--- config.mk ---
export PLATFORM = sky130hd
export DESIGN_NAME = gcsm_clock_mux
export DESIGN_NICKNAME = d
export VERILOG_FILES = /design/src/include/gcsm_pkg.sv /design/src/include/gcsm_track_if.sv /design/src/gcsm_edge_tracker.sv /design/src/gcsm_clock_mux.sv
export SDC_FILE = /design/constraint.sdc
export NUM_CORES = 1
export LEC_CHECK = 0
export ABC_AREA = 0
export BUFFER_PORTS_ARGS = -buffer_cell sky130_fd_sc_hd__buf_2
export CORE_MARGIN = 3
export CORE_UTILIZATION = 40
export CTS_CLUSTER_DIAMETER = 80
export DETAILED_ROUTE_END_ITERATION = 10
export GPL_TIMING_DRIVEN = 0
export HOLD_SLACK_MARGIN = 0.05
export PLACE_DENSITY = 0.53
export SYNTH_ARGS = -nofsm -noshare
export SYNTH_HDL_FRONTEND = slang
export SYNTH_SLANG_ARGS = --single-unit
--- constraint.sdc ---
create_clock -name clk -period 4.9 [get_ports clk]
set_input_delay 0.49 -clock clk [delete_from_list [all_inputs] [get_ports clk]]
set_output_delay 0.49 -clock clk [all_outputs]
set_load 0.05 [all_outputs]
--- src/include/gcsm_pkg.sv ---
// Notes on behaviour
// - Selected input below minimum swing: output freezes at last valid level.
// - Normal switch: follow current some pulses, hold low, then follow alternate.
// - Current stuck high: stay high some pulses, low some falls, follow.
// - Stretched cycle high and low phases exceed half the alternate period.
// - Current stuck low: stay low some alternate falls, then follow alternate.
// - Undetermined current: stuck-high or stuck-low path by last valid level.
// - Floating or dead selected clock: output stays at a stable level.
// - Select is asynchronous and synchronised; stage lengths may vary slightly.
// - Slowly degrading but toggling input need not be cleaned up.
// - Power-on reset puts switchover logic in a known state before use.
// - Both inputs handled identically; either may be the primary.
// - Guard strap off: plain multiplexer, switches immediately on select.
// - Guard on: switchover completes within seventeen cycles of select change.
package gcsm_pkg;
   localparam int          GCSM_NUM_INPUTS     = 2;
   localparam int          GCSM_SWITCH_LIMIT   = 17;
   localparam int          GCSM_MIN_STAGE      = 2;
   localparam int          GCSM_FOLLOW_PULSES  = 3;
   localparam int          GCSM_HIGH_PULSES    = 3;
   localparam int          GCSM_LOW_PULSES     = 3;
   localparam int          GCSM_CNT_WIDTH      = 5;
   localparam int          GCSM_STUCK_CYCLES   = 64;
   localparam int          GCSM_IDLE_WIDTH     = 12;
   localparam real         GCSM_POR_TIME_NS    = 1000.0;
   localparam real         GCSM_CLK_PERIOD_NS  = 10.0;
   localparam int          GCSM_POR_CYCLES     =
      int'($ceil(GCSM_POR_TIME_NS / GCSM_CLK_PERIOD_NS));
   localparam int          GCSM_POR_WIDTH      = 12;
   localparam logic        GCSM_OUT_RESET      = 1'b0;
   localparam logic        GCSM_SEL_RESET      = 1'b0;

   typedef enum logic [1:0] {
      GCSM_FOLLOW,
      GCSM_FINISH_CUR,
      GCSM_HOLD_HIGH,
      GCSM_HOLD_LOW
   } gcsm_state_type;
endpackage

--- src/include/gcsm_track_if.sv ---
`timescale 1ns/100ps
interface gcsm_track_if;
   logic level;
   logic rise;
   logic fall;
   logic valid;
   logic lastValid;
   logic stuck;

   modport src (output level, rise, fall, valid, lastValid, stuck);
   modport dst (input  level, rise, fall, valid, lastValid, stuck);
endinterface

--- src/gcsm_edge_tracker.sv ---
`timescale 1ns/100ps
module gcsm_edge_tracker
   import gcsm_pkg::*;
#(
   parameter int STUCK_CYCLES = GCSM_STUCK_CYCLES
) (
   input  wire logic    clk,       // System clock
   input  wire logic    rst_n,     // Synchronous reset, active low
   input  wire logic    clockPin,  // Raw clock input level
   input  wire logic    ampOkPin,  // Raw swing-above-minimum indication
   gcsm_track_if.src    trk        // Tracked view of this input
);
   // Refuse a stuck limit the idle counter cannot reach
   if (STUCK_CYCLES < 4 || STUCK_CYCLES >= (1 << GCSM_IDLE_WIDTH)) begin
      $error("STUCK_CYCLES out of range");
   end

   logic                       clkMeta_q;
   logic                       clkSync_q;
   logic                       clkPrev_q;
   logic                       ampMeta_q;
   logic                       ampSync_q;
   logic                       lastValid_q;
   logic [GCSM_IDLE_WIDTH-1:0] idle_q;
   logic [GCSM_IDLE_WIDTH-1:0] idleLimit;

   assign idleLimit = GCSM_IDLE_WIDTH'(STUCK_CYCLES);

   // Two flops before any use of the pins
   always_ff @(posedge clk) begin
      if (!rst_n) begin
         clkMeta_q <= 1'b0;
         clkSync_q <= 1'b0;
         clkPrev_q <= 1'b0;
      end else begin
         clkMeta_q <= clockPin;
         clkSync_q <= clkMeta_q;
         clkPrev_q <= clkSync_q;
      end
   end

   always_ff @(posedge clk) begin
      if (!rst_n) begin
         ampMeta_q <= 1'b0;
         ampSync_q <= 1'b0;
      end else begin
         ampMeta_q <= ampOkPin;
         ampSync_q <= ampMeta_q;
      end
   end

   // Level captured only while the swing is adequate
   always_ff @(posedge clk) begin
      if (!rst_n)
         lastValid_q <= 1'b0;
      else if (ampSync_q)
         lastValid_q <= clkSync_q;
   end

   // Cycles since the last edge; saturates to flag a static input
   always_ff @(posedge clk) begin
      if (!rst_n)
         idle_q <= '0;
      else if (clkSync_q != clkPrev_q)
         idle_q <= '0;
      else if (idle_q != idleLimit)
         idle_q <= idle_q + 1'b1;
   end

   assign trk.level     = clkSync_q;
   assign trk.rise      = clkSync_q & ~clkPrev_q;
   assign trk.fall      = ~clkSync_q & clkPrev_q;
   assign trk.valid     = ampSync_q;
   assign trk.lastValid = lastValid_q;
   assign trk.stuck     = (idle_q == idleLimit);
endmodule

--- src/gcsm_clock_mux.sv ---
`timescale 1ns/100ps
module gcsm_clock_mux
   import gcsm_pkg::*;
#(
   parameter int FOLLOW_PULSES = GCSM_FOLLOW_PULSES,
   parameter int HIGH_PULSES   = GCSM_HIGH_PULSES,
   parameter int LOW_PULSES    = GCSM_LOW_PULSES,
   parameter int STUCK_CYCLES  = GCSM_STUCK_CYCLES,
   parameter int POR_CYCLES    = GCSM_POR_CYCLES
) (
   input  wire logic clk,            // System clock, 100 MHz
   input  wire logic rst_n,          // Synchronous reset, active low
   input  wire logic clockInputZero, // Clock source 0
   input  wire logic clockInputOne,  // Clock source 1
   input  wire logic ampOkZero,      // Source 0 swing above minimum
   input  wire logic ampOkOne,       // Source 1 swing above minimum
   input  wire logic selectIn,       // Asynchronous select, 1 picks source 1
   input  wire logic runtPulseGuard, // Static strap, 1 enables guarded switch
   output logic      clockOut,       // Multiplexed clock, registered
   output logic      selectedInput,  // Source now driving the output
   output logic      switchBusy,     // Guarded switchover in progress
   output logic      porDone         // Power-on delay elapsed
);
   // Stage limits must leave room for synchroniser settling
   if (FOLLOW_PULSES < GCSM_MIN_STAGE || HIGH_PULSES < GCSM_MIN_STAGE ||
       LOW_PULSES < GCSM_MIN_STAGE) begin
      $error("Stage pulse counts below minimum");
   end
   if (FOLLOW_PULSES + HIGH_PULSES + LOW_PULSES > GCSM_SWITCH_LIMIT) begin
      $error("Stage pulse counts exceed switchover limit");
   end
   if (POR_CYCLES < 1 || POR_CYCLES >= (1 << GCSM_POR_WIDTH)) begin
      $error("POR_CYCLES out of range");
   end

   localparam logic [GCSM_CNT_WIDTH-1:0] FOLLOW_LAST =
      GCSM_CNT_WIDTH'(FOLLOW_PULSES - 1);
   localparam logic [GCSM_CNT_WIDTH-1:0] HIGH_LAST   =
      GCSM_CNT_WIDTH'(HIGH_PULSES - 1);
   localparam logic [GCSM_CNT_WIDTH-1:0] LOW_LAST    =
      GCSM_CNT_WIDTH'(LOW_PULSES - 1);
   localparam logic [GCSM_POR_WIDTH-1:0] POR_LAST    =
      GCSM_POR_WIDTH'(POR_CYCLES);

   logic [GCSM_NUM_INPUTS-1:0] pinClk;
   logic [GCSM_NUM_INPUTS-1:0] pinAmp;
   logic [GCSM_NUM_INPUTS-1:0] lvl;
   logic [GCSM_NUM_INPUTS-1:0] rise;
   logic [GCSM_NUM_INPUTS-1:0] fall;
   logic [GCSM_NUM_INPUTS-1:0] valid;
   logic [GCSM_NUM_INPUTS-1:0] lastValid;
   logic [GCSM_NUM_INPUTS-1:0] stuck;

   assign pinClk = {clockInputOne, clockInputZero};
   assign pinAmp = {ampOkOne, ampOkZero};

   gcsm_track_if trk [GCSM_NUM_INPUTS] ();

   // Identical tracking for each source
   for (genvar i = 0; i < GCSM_NUM_INPUTS; i++) begin : g_trk
      gcsm_edge_tracker #(
         .STUCK_CYCLES (STUCK_CYCLES)
      ) u_trk (
         .clk      (clk),
         .rst_n    (rst_n),
         .clockPin (pinClk[i]),
         .ampOkPin (pinAmp[i]),
         .trk      (trk[i])
      );
      assign lvl[i]       = trk[i].level;
      assign rise[i]      = trk[i].rise;
      assign fall[i]      = trk[i].fall;
      assign valid[i]     = trk[i].valid;
      assign lastValid[i] = trk[i].lastValid;
      assign stuck[i]     = trk[i].stuck;
   end

   logic                       selMeta_q;
   logic                       selSync_q;
   logic                       guardMeta_q;
   logic                       guardSync_q;
   logic [GCSM_POR_WIDTH-1:0]  por_q;
   gcsm_state_type             state_q;
   gcsm_state_type             state_d;
   logic                       cur_q;
   logic                       cur_d;
   logic [GCSM_CNT_WIDTH-1:0]  cnt_q;
   logic [GCSM_CNT_WIDTH-1:0]  cnt_d;
   logic                       out_q;
   logic                       out_d;
   logic                       alt;
   logic                       curFailed;
   logic                       curLastLevel;
   logic                       curSafeLevel;

   // Select and strap are asynchronous; two flops each
   always_ff @(posedge clk) begin
      if (!rst_n) begin
         selMeta_q <= GCSM_SEL_RESET;
         selSync_q <= GCSM_SEL_RESET;
      end else begin
         selMeta_q <= selectIn;
         selSync_q <= selMeta_q;
      end
   end

   always_ff @(posedge clk) begin
      if (!rst_n) begin
         guardMeta_q <= 1'b0;
         guardSync_q <= 1'b0;
      end else begin
         guardMeta_q <= runtPulseGuard;
         guardSync_q <= guardMeta_q;
      end
   end

   // Power-on delay before the switch logic runs
   always_ff @(posedge clk) begin
      if (!rst_n)
         por_q <= '0;
      else if (por_q != POR_LAST)
         por_q <= por_q + 1'b1;
   end

   assign porDone = (por_q == POR_LAST);

   assign alt          = ~cur_q;
   assign curFailed    = stuck[cur_q] | ~valid[cur_q];
   // Decided level of a failed source: last valid one if swing was lost
   assign curLastLevel = valid[cur_q] ? lvl[cur_q] : lastValid[cur_q];
   // Fail-safe view; a degrading but toggling input passes through
   assign curSafeLevel = valid[cur_q] ? lvl[cur_q] : lastValid[cur_q];

   always_comb begin
      state_d = state_q;
      cur_d   = cur_q;
      cnt_d   = cnt_q;
      out_d   = out_q;
      case (state_q)
         GCSM_FOLLOW: begin
            out_d = curSafeLevel;
            if (!guardSync_q) begin
               cur_d = selSync_q;
               out_d = valid[selSync_q] ? lvl[selSync_q]
                                        : lastValid[selSync_q];
            end else if (selSync_q != cur_q) begin
               cnt_d = '0;
               if (curFailed && curLastLevel)
                  state_d = GCSM_HOLD_HIGH;
               else if (curFailed)
                  state_d = GCSM_HOLD_LOW;
               else
                  state_d = GCSM_FINISH_CUR;
            end
         end
         GCSM_FINISH_CUR: begin
            out_d = curSafeLevel;
            if (curFailed) begin
               cnt_d   = '0;
               state_d = curLastLevel ? GCSM_HOLD_HIGH : GCSM_HOLD_LOW;
            end else if (fall[cur_q]) begin
               cnt_d = cnt_q + 1'b1;
               if (cnt_q == FOLLOW_LAST) begin
                  cnt_d   = '0;
                  out_d   = 1'b0;
                  state_d = GCSM_HOLD_LOW;
               end
            end
         end
         GCSM_HOLD_HIGH: begin
            out_d = 1'b1;
            if (cnt_q == HIGH_LAST + 1'b1) begin
               // Drop only on an alternate fall: full high phase kept
               if (fall[alt]) begin
                  out_d   = 1'b0;
                  cnt_d   = '0;
                  state_d = GCSM_HOLD_LOW;
               end
            end else if (rise[alt]) begin
               cnt_d = cnt_q + 1'b1;
            end
         end
         GCSM_HOLD_LOW: begin
            out_d = 1'b0;
            if (fall[alt]) begin
               cnt_d = cnt_q + 1'b1;
               if (cnt_q == LOW_LAST) begin
                  // Alternate is low here, so the hand-over is clean
                  cnt_d   = '0;
                  cur_d   = alt;
                  state_d = GCSM_FOLLOW;
               end
            end
         end
         default: begin
            state_d = GCSM_FOLLOW;
            cnt_d   = '0;
         end
      endcase
      if (!porDone) begin
         state_d = GCSM_FOLLOW;
         cnt_d   = '0;
         cur_d   = selSync_q;
         out_d   = GCSM_OUT_RESET;
      end
   end

   always_ff @(posedge clk) begin
      if (!rst_n) begin
         state_q <= GCSM_FOLLOW;
         cnt_q   <= '0;
      end else begin
         state_q <= state_d;
         cnt_q   <= cnt_d;
      end
   end

   always_ff @(posedge clk) begin
      if (!rst_n)
         cur_q <= GCSM_SEL_RESET;
      else
         cur_q <= cur_d;
   end

   always_ff @(posedge clk) begin
      if (!rst_n)
         out_q <= GCSM_OUT_RESET;
      else
         out_q <= out_d;
   end

   assign clockOut      = out_q;
   assign selectedInput = cur_q;
   assign switchBusy    = (state_q != GCSM_FOLLOW);
endmodule

; ---- Word-level counts from Yosys, hierarchy flattened
; Index checks and enable logic that the tools add are counted.
; Widths: inputs -> output; s select.
[totals]
inputBits = 8
register_bits = 61
[op_classes]
n_reduce_logical = 9
magnitude_cmp = 3
eq_ne = 28
n_bitwise = 12
n_mux = 57
add_sub_neg = 4
[op_table]
columns = operator, n
row1 = $mux 5, 9
row2 = $add 12x1->12 const B, 3
row3 = $eq 12x7->1 const B, 3
row4 = $ne 12x7->1 const B, 3
row5 = $mux 1, 33
row6 = $mux 2, 11
row7 = $ne 3x3->1 const B, 7
row8 = $pmux 5 s4, 1
row9 = $ne 2x2->1 const B, 6
row10 = $eq 5x2->1 const B, 2
row11 = $pmux 2 s4, 1
row12 = $reduce_and 8->1, 1
row13 = $not 1->1, 7
row14 = $lt 1x2->1 const B, 3
row15 = $reduce_and 6->1, 1
row16 = $add 5x1->5 const B, 1
row17 = $and 1x1->1, 4
row18 = $eq 2x2->1 const B, 2
row19 = $pmux 1 s4, 1
row20 = $reduce_and 4->1, 1
row21 = $reduce_or 2->1, 2
row22 = $ne 1x1->1, 3
row23 = $ne 3x1->1 const B, 1
row24 = $eq 2x1->1 const B, 1
row25 = other kinds (6), 6

; ---- Depth between registers and ports, before layout
; Gate-level depths: netlist of run 1.
[logic_depth]
depth_word = 9
depth_mapped = 9

; ---- Modules after synthesis
; Synthesis of run 1 repeated with hierarchy kept, for this count alone.
[hier_totals]
cells_unflattened = 330
hier_area_um2 = 3057.9
[modules_own_cells]
columns = mod, area_each_um2, cells_per_inst, n_inst, seq_area_each_um2
row1 = gcsm_clock_mux, 1475.2, 164, 1, 500.5
row2 = gcsm_edge_tracker (g_trk[0].u_trk), 817.0, 87, 1, 360.3
row3 = gcsm_edge_tracker (g_trk[1].u_trk), 765.7, 79, 1, 360.3

; ---- Worst setup path after synthesis of run 1
; Ideal clock, no wire load.
[synth_timing]
path_kind = register -> register
startpoint = reg cur_q (netlist: selectedInput)
endpoint = reg cnt_q[1]
required_ns = 4.828
setup_time_ns = 0.072
period_less_slack_ns = 2.789
t_arrival_ns = 2.717
setup_slack_ns = 2.111
path_stages_with_launch = 8
path_cell_list = dfxtp_1 > buf_2 > or3b_2 > or4_4 > and3_4 > a31o_4 > or3b_1 > a21oi_2
[synth_between]
elab_chain_len = 6
word_cells_on_any_way = 21
[synth_lines]
columns = item, line_no
row1 = "start, declared", gcsm_clock_mux.sv:85  ; logic cur_q;
row2 = "start signal, assigned", gcsm_clock_mux.sv:222  ; cur_q <= cur_d;
row3 = $mux 1 (not written as such) (2 in series), gcsm_clock_mux.sv:128  ; assign curFailed = stuck[cur_q] | ~valid[cur_q];
row4 = $not 1->1, gcsm_clock_mux.sv:128
row5 = $or 1x1->1, gcsm_clock_mux.sv:128
row6 = $ne 3x3->1 (no source line) / $mux 5 (equally long branches), --
row7 = $reduce_and 6->1 (no source line) / $pmux 5 s4 (equally long branches), --
row8 = "end signal, assigned", gcsm_clock_mux.sv:214  ; cnt_q <= cnt_d;
row9 = "end, declared", gcsm_clock_mux.sv:87  ; logic [GCSM_CNT_WIDTH-1:0] cnt_q;
; Parallel ways exist; a longest one is shown, timed or not. The select of a mux whose other input is x is not followed.
; A chain may end at the register's enable or synchronous reset.

; ---- Worst setup path after layout of run 1
[layout_timing]
startpoint = reg por_q[0]
endpoint = out porDone
[layout_between]
elab_chain_len = 1
[layout_lines]
columns = item, line_no
row1 = "start, declared", gcsm_clock_mux.sv:82  ; logic [GCSM_POR_WIDTH-1:0] por_q;
row2 = "start signal, assigned", gcsm_clock_mux.sv:122  ; por_q <= por_q + 1'b1;
row3 = $eq 12x7->1, gcsm_clock_mux.sv:125  ; assign porDone = (por_q == POR_LAST);
row4 = "end, declared", gcsm_clock_mux.sv:22  ; output logic porDone
; No other way between the ends.

==> results of run 1 <==
==> worst register-to-register path: cells and delay by family, from the launching register on <==
family,cells,cell delay [ns]
and+or+nand+nor,4,1.49
AOI/OAI and AO/OA,2,0.41
DFF,1,0.33
buffers and inverters,1,0.26
==> flip-flops by register name, summed over array words and instances, names as in the netlist <==
name	flops
g_trk.u_trk.trk.lastValid	2
clockOut	1
selectedInput	1
g_trk.u_trk.clkPrev_q	2
g_trk.u_trk.clkMeta_q	2
por_q	12
g_trk.u_trk.trk.valid	2
guardSync_q	1
cnt_q	5
guardMeta_q	1
g_trk.u_trk.idle_q	24
state_q	2
selMeta_q	1
g_trk.u_trk.trk.level	2
selSync_q	1
g_trk.u_trk.ampMeta_q	2
==> area by class of cell <==
| type | instances | area share, % |
|---|---|---|
| plain buffers | 8 | 0.919 |
| clock buffers | 12 | 4.26 |
| clock inverters | 4 | 1.40 |
| inverters | 25 | 2.76 |
| multi-input cells | 248 | 49.5 |
| flip-flops and latches | 61 | 35.9 |
| well taps | 99 | 3.64 |
| repair buffers | 11 | 1.62 |
==> logic make-up (layout without fill, tap and decap cells) <==
group           Yosys count  after routing
mux                      12             12
flops                    61             61
compound gates           34             34
buf+inv                  33             60
xor+xnor                 31             31
simple gates            155            155
fa+ha+maj                16             16
==> cell usage after synthesis (all sizes together) (3+ instances only) <==
master	count
dfxtp	61
nor2	43
inv	25
nand2	23
and2	19
nand3	18
xnor2	17
ha	16
xor2	14
mux2i	11
a21oi	8
and3	8
clkbuf	7
nand4	7
nor2b	5
nor3	5
nor4	5
o21ai	5
nand2b	4
or4	4
nand3b	3
==> routing by layer <==
metal,track usage (%),vias to the layer above
li1,-,1205
met1,18.2,1005
met2,20.9,25
met3,5.07,8
met4,5.13,0
met5,0,-
==> final timing paths <==
| path | end | slack [ns] | depth (start not counted) |
|---|---|---|---|
| worst min register to register | guardSync_q$_SDFF_PN0_ | 0.43 | 1 |
| worst max-delay path | porDone | 2.16 | 7 |
| worst max register to register | cnt_q[1]$_SDFFE_PN0P_ | 2.34 | 7 |
| worst min-delay path | g_trk[0].u_trk.clkMeta_q$_SDFF_PN0_ | 0.35 | 2 |
==> report_power, final <==
group | total [uW] | switching, uW | internal (uW) | leakage, uW
clock | 438 | 191 | 247 | 0.0000964
sequential | 518 | 10.4 | 508 | 0.000496
combinational | 53.4 | 28.8 | 24.6 | 0.000668
total | 1010 | 230 | 780 | 0.00126
==> stage by stage <==
stage               worst slack (ns)  instances  total power, uW
finish                          2.16        468             1010
global route                    1.90        468             1060
CTS                             2.10        468             1030
detailed placement              2.36        452              584
global placement                2.37        452              583
floorplan                       2.11        342              569
==> metrics.cfg, run 1 <==
[placement]
placed_area_um2 = 3210
hpwl_mm = 4.01
io_buffers = 11
gp_congestion = 0.833

[synthesis]
postSynthCellCount = 342
synthSimpleGateAreaFrac_pct = 27.4
avgSynthCellArea_um2 = 8.86
yosysTopAreaCellShare_pct = 40.3
syn-cell-area_um2 = 3030
synth_seq_cells = 61
synthXorXnorAreaFrac_pct = 8.96
synthMuxAreaShare_pct = 4.00
synth-seq-area-share_pct = 40.3
synth_top_family_by_area = simple AND/OR/NAND/NOR gates
synth_fa_ha_area_share_pct = 6.60
synth-compound-area-share_pct = 8.63
mappedNetlistNets = 366
ys_types = 54
synth-edff-count = 0
async_flop_share_pct = 0
yosys_warnings = 0
synthTopCellsByArea = dfxtp_1, ha_1, nor2_1, xnor2_1, xor2_1
synth_top_area_cell = dfxtp_1
synth_ff_type = dfxtp_1

[timing]
skew_ns = 0.00639
final_max_slew_viol_count = 0
finalCritPeriodShare_pct = 55.9
worst_slew_pin_slew_ns = 0.680
worst_slew_margin_rel_pct = 54.0
holdWs_ns = 0.354
min_period_ns = 2.74
fmax_mhz = 365
rsz0062_at_grt = no
hold_violations = 0
tns_ns = 0
setup_violations = 0

[floorplanning]
ioPinCount = 12
die_w_um = 93.1
rows = 31
core-area_um2 = 7290
dieHeight_um = 93.1
dieArea_um2 = 8660
start_util_pct = 41.6

[final_layout]
fillCellCount = 759
layout.nets = 388
multi_input_area_um2 = 1690
final_cell_mix = dfxtp_1, nor2_1, inv_1
layout-drive-gt1-share_pct = 11.1
seqCellArea_um2 = 1220
final_util_pct = 46.7
area_growth_pct = 12.3
stdcell_area_um2 = 3400
final_common_cell = dfxtp_1
n_antenna_cell = 0

[detailed_routing]
antenna_left = 0
met3_length_um = 184
highest_layer = met4
totalWireLength_mm = 5.48
vias = 2243
wl_per_cell_um = 11.7
vias_per_cell = 4.79
dr.pass1.iters = 4
wl_met1_mm = 2.80
met2WireLength_mm = 2.40
drtIter0Drc = 122
route.detailed.drc = 0

[pwr]
leakage_uw = 0.00126
power_density_nw_per_um2 = 297
ir_drop_uv = 144

[clock_tree]
cts.clk_slew.worst_paths_ns = 0.07
cts_tree = done
htree_levels = 3
holdBufCountCts = 0
cts_setup_buffers = 0
cts_root_buf = clkbuf_8
clk_latency_ns = 0.34
postCtsResizedCells = 0
clock-sinks = 61
cts_buffer_depth = 2
cts-buffers-inserted = 9

[min_path]
hp-class = in -> reg
holdCritStartpoint = clockInputZero

[global_route]
grt_max_degree = 11
grt_use_total_pct = 13.9
antenna_found_initial = 0
grt_pass1_vias = 2105
grt_overflow = 0
grt_pass1_wl_mm = 9.45

[setup_path]
worst_setup_path_end_kind = primary output
path_buf_inv = 3
cpPeakStageDelay_ns = 0.44
worst-setup-path-type = reg -> out
worstSetupStartpoint = por_q[0]$_SDFFE_PN0P_
cp-start-kind = flip-flop
crit_chain = inv_1, ha_1, nor4bb_1, nand2_1, nor4_1, clkbuf_1, buf_2
slowest_stage = clkbuf_1
crit_arrival_ns = 2.25
worst_ep_required_time_ns = 4.41
crit_fanout = 10
r2r-start = selectedInput$_SDFFE_PN0P_
crit_family = buffers and inverters

[outcome]
status = finished, final reports clean

[run]
drv_cap = 0

Note: power is estimated with default switching activity, not from simulation.
==> run 2, diff against run 1 <==
==> constraint.sdc (replaced) <==
create_clock -name clk -period 2.6 [get_ports clk]
set_input_delay 0.26 -clock clk [delete_from_list [all_inputs] [get_ports clk]]
set_output_delay 0.26 -clock clk [all_outputs]
set_load 0.05 [all_outputs]
==> metrics.cfg, run 2 (synthesis gave the netlist of run 1 again) <==
[pwr]
p_total_uw = 1910
power_density_nw_per_um2 = 561
ir_drop_uv = 274
leakage_uw = 0.00127

[placement]
place_inst = 452
post-place-ws_ns = 0.102
hpwl_mm = 3.97
gp_congestion = 0.784
io_buffers = 11
placed_area_um2 = 3210

[global_route]
antenna_found_initial = 0
grt_pass1_vias = 2213
grt_max_degree = 11
grt_use_total_pct = 14.7
grt_pass1_wl_mm = 10.0
grt_overflow = 0

[setup_path]
cp-start-kind = flip-flop
r2r_slack_ns = 0.13
worst_ep_required_time_ns = 2.87
worst_setup_path_end_kind = flip-flop
r2r-end = cnt_q[1]$_SDFFE_PN0P_
r2r_cells = 7
crit_arrival_ns = 2.74
crit_fanout = 10
worst-setup-path-type = reg -> reg
r2r-start = selectedInput$_SDFFE_PN0P_

[timing]
worst_slack_ns = 0.127
worst_slew_pin_slew_ns = 0.641
worst_slew_margin_rel_pct = 56.6
final_max_slew_viol_count = 0
finalCritPeriodShare_pct = 95.1
hold_violations = 0
tns_ns = 0
min_period_ns = 2.47
fmax_mhz = 404
skew_ns = 0.00847
setup_violations = 0
rsz0062_at_grt = no

[final_layout]
layout-drive-gt1-share_pct = 11.5
n_antenna_cell = 0
largest-register = g_trk.u_trk.idle_q
stdcell_count = 465
final_cell_mix = dfxtp_1, nor2_1, inv_1
final_common_cell = dfxtp_1
largestRegisters = g_trk.u_trk.idle_q (24), por_q (12), cnt_q (5)
seqCellArea_um2 = 1220
layout.nets = 388
largest_register_ffs = 24
multi_input_area_um2 = 1690
area_growth_pct = 12.2
stdcell_area_um2 = 3400
fillCellCount = 773

[min_path]
holdCritStartpoint = clockInputOne
hp-class = in -> reg
hold_depth = 2
worst_hold_path.endpoint = g_trk[1].u_trk.clkMeta_q$_SDFF_PN0_

[detailed_routing]
wl_per_cell_um = 12.2
route.detailed.drc = 0
drtIter0Drc = 59
dr.pass1.iters = 4
antenna_left = 0
totalWireLength_mm = 5.66
vias = 2287
vias_per_cell = 4.92

[floorplanning]
dieArea_um2 = 8660
start_util_pct = 41.6
core-area_um2 = 7290
dieHeight_um = 93.1
rows = 31
die_w_um = 93.1
ioPinCount = 12

[clock_tree]
clk_latency_ns = 0.34
postCtsResizedCells = 0
cts_setup_buffers = 0
holdBufCountCts = 0
cts.clk_slew.worst_paths_ns = 0.07
cts_buffer_depth = 2
clock-sinks = 61
cts_root_buf = clkbuf_8
htree_levels = 3
cts_tree = done
cts-buffers-inserted = 9

[outcome]
status = finished, final reports clean

[run]
drv_cap = 0

## run 2: worst max path at each step
stage,end,cells after the start,start
finish,cnt_q[1]$_SDFFE_PN0P_,7,selectedInput$_SDFFE_PN0P_
global route,porDone,7,por_q[0]$_SDFFE_PN0P_
CTS,porDone,7,por_q[0]$_SDFFE_PN0P_
detailed placement,cnt_q[4]$_SDFFE_PN0P_,9,por_q[0]$_SDFFE_PN0P_
global placement,cnt_q[4]$_SDFFE_PN0P_,9,por_q[0]$_SDFFE_PN0P_
floorplan,cnt_q[1]$_SDFFE_PN0P_,7,selectedInput$_SDFFE_PN0P_
## run 2: worst max-delay path: stages, from the launching register on
cell	delay [ns]
dfxtp_2	0.33
buf_4	0.18
or3b_2	0.47
or4_4	0.43
and3_4	0.20
a31o_4	0.28
or3b_1	0.37
a21oi_2	0.13
## run 2: stage by stage
step	utilization, %	hold WS, ns
after CTS	46.6	0.108
after detailed placement	44.1	0.421
after global placement	44.1	0.418
after global routing	46.7	0.0991
final	46.7	0.125
after floorplan	-	0.387
## run 2: layout make-up
cell class	count	share of cell area (%)
Buffer	8	1.03
Clock buffer	11	4.45
Clock inverter	2	1.03
Inverter	25	2.76
Multi-Input combinational cell	248	49.5
Sequential cell	61	35.9
Tap cell	99	3.64
Timing Repair Buffer	11	1.62
## run 2: layer usage
| metal | up-vias | share of wire [%] | GRT usage, % |
|---|---|---|---|
| met3 | 7 | 4.2 | 5.79 |
| li1 | 1206 | - | - |
| met4 | 0 | 1.4 | 5.25 |
| met2 | 35 | 45 | 23.2 |
| met1 | 1039 | 49 | 18.2 |
| met5 | - | 0 | 0 |
## run 2: power by group
group / switching (uW) / internal, uW / total (uW)
logic: 56.0 / 47.1 / 103
registers: 19.7 / 957 / 977
clock network: 352 / 477 / 829
total: 428 / 1480 / 1910
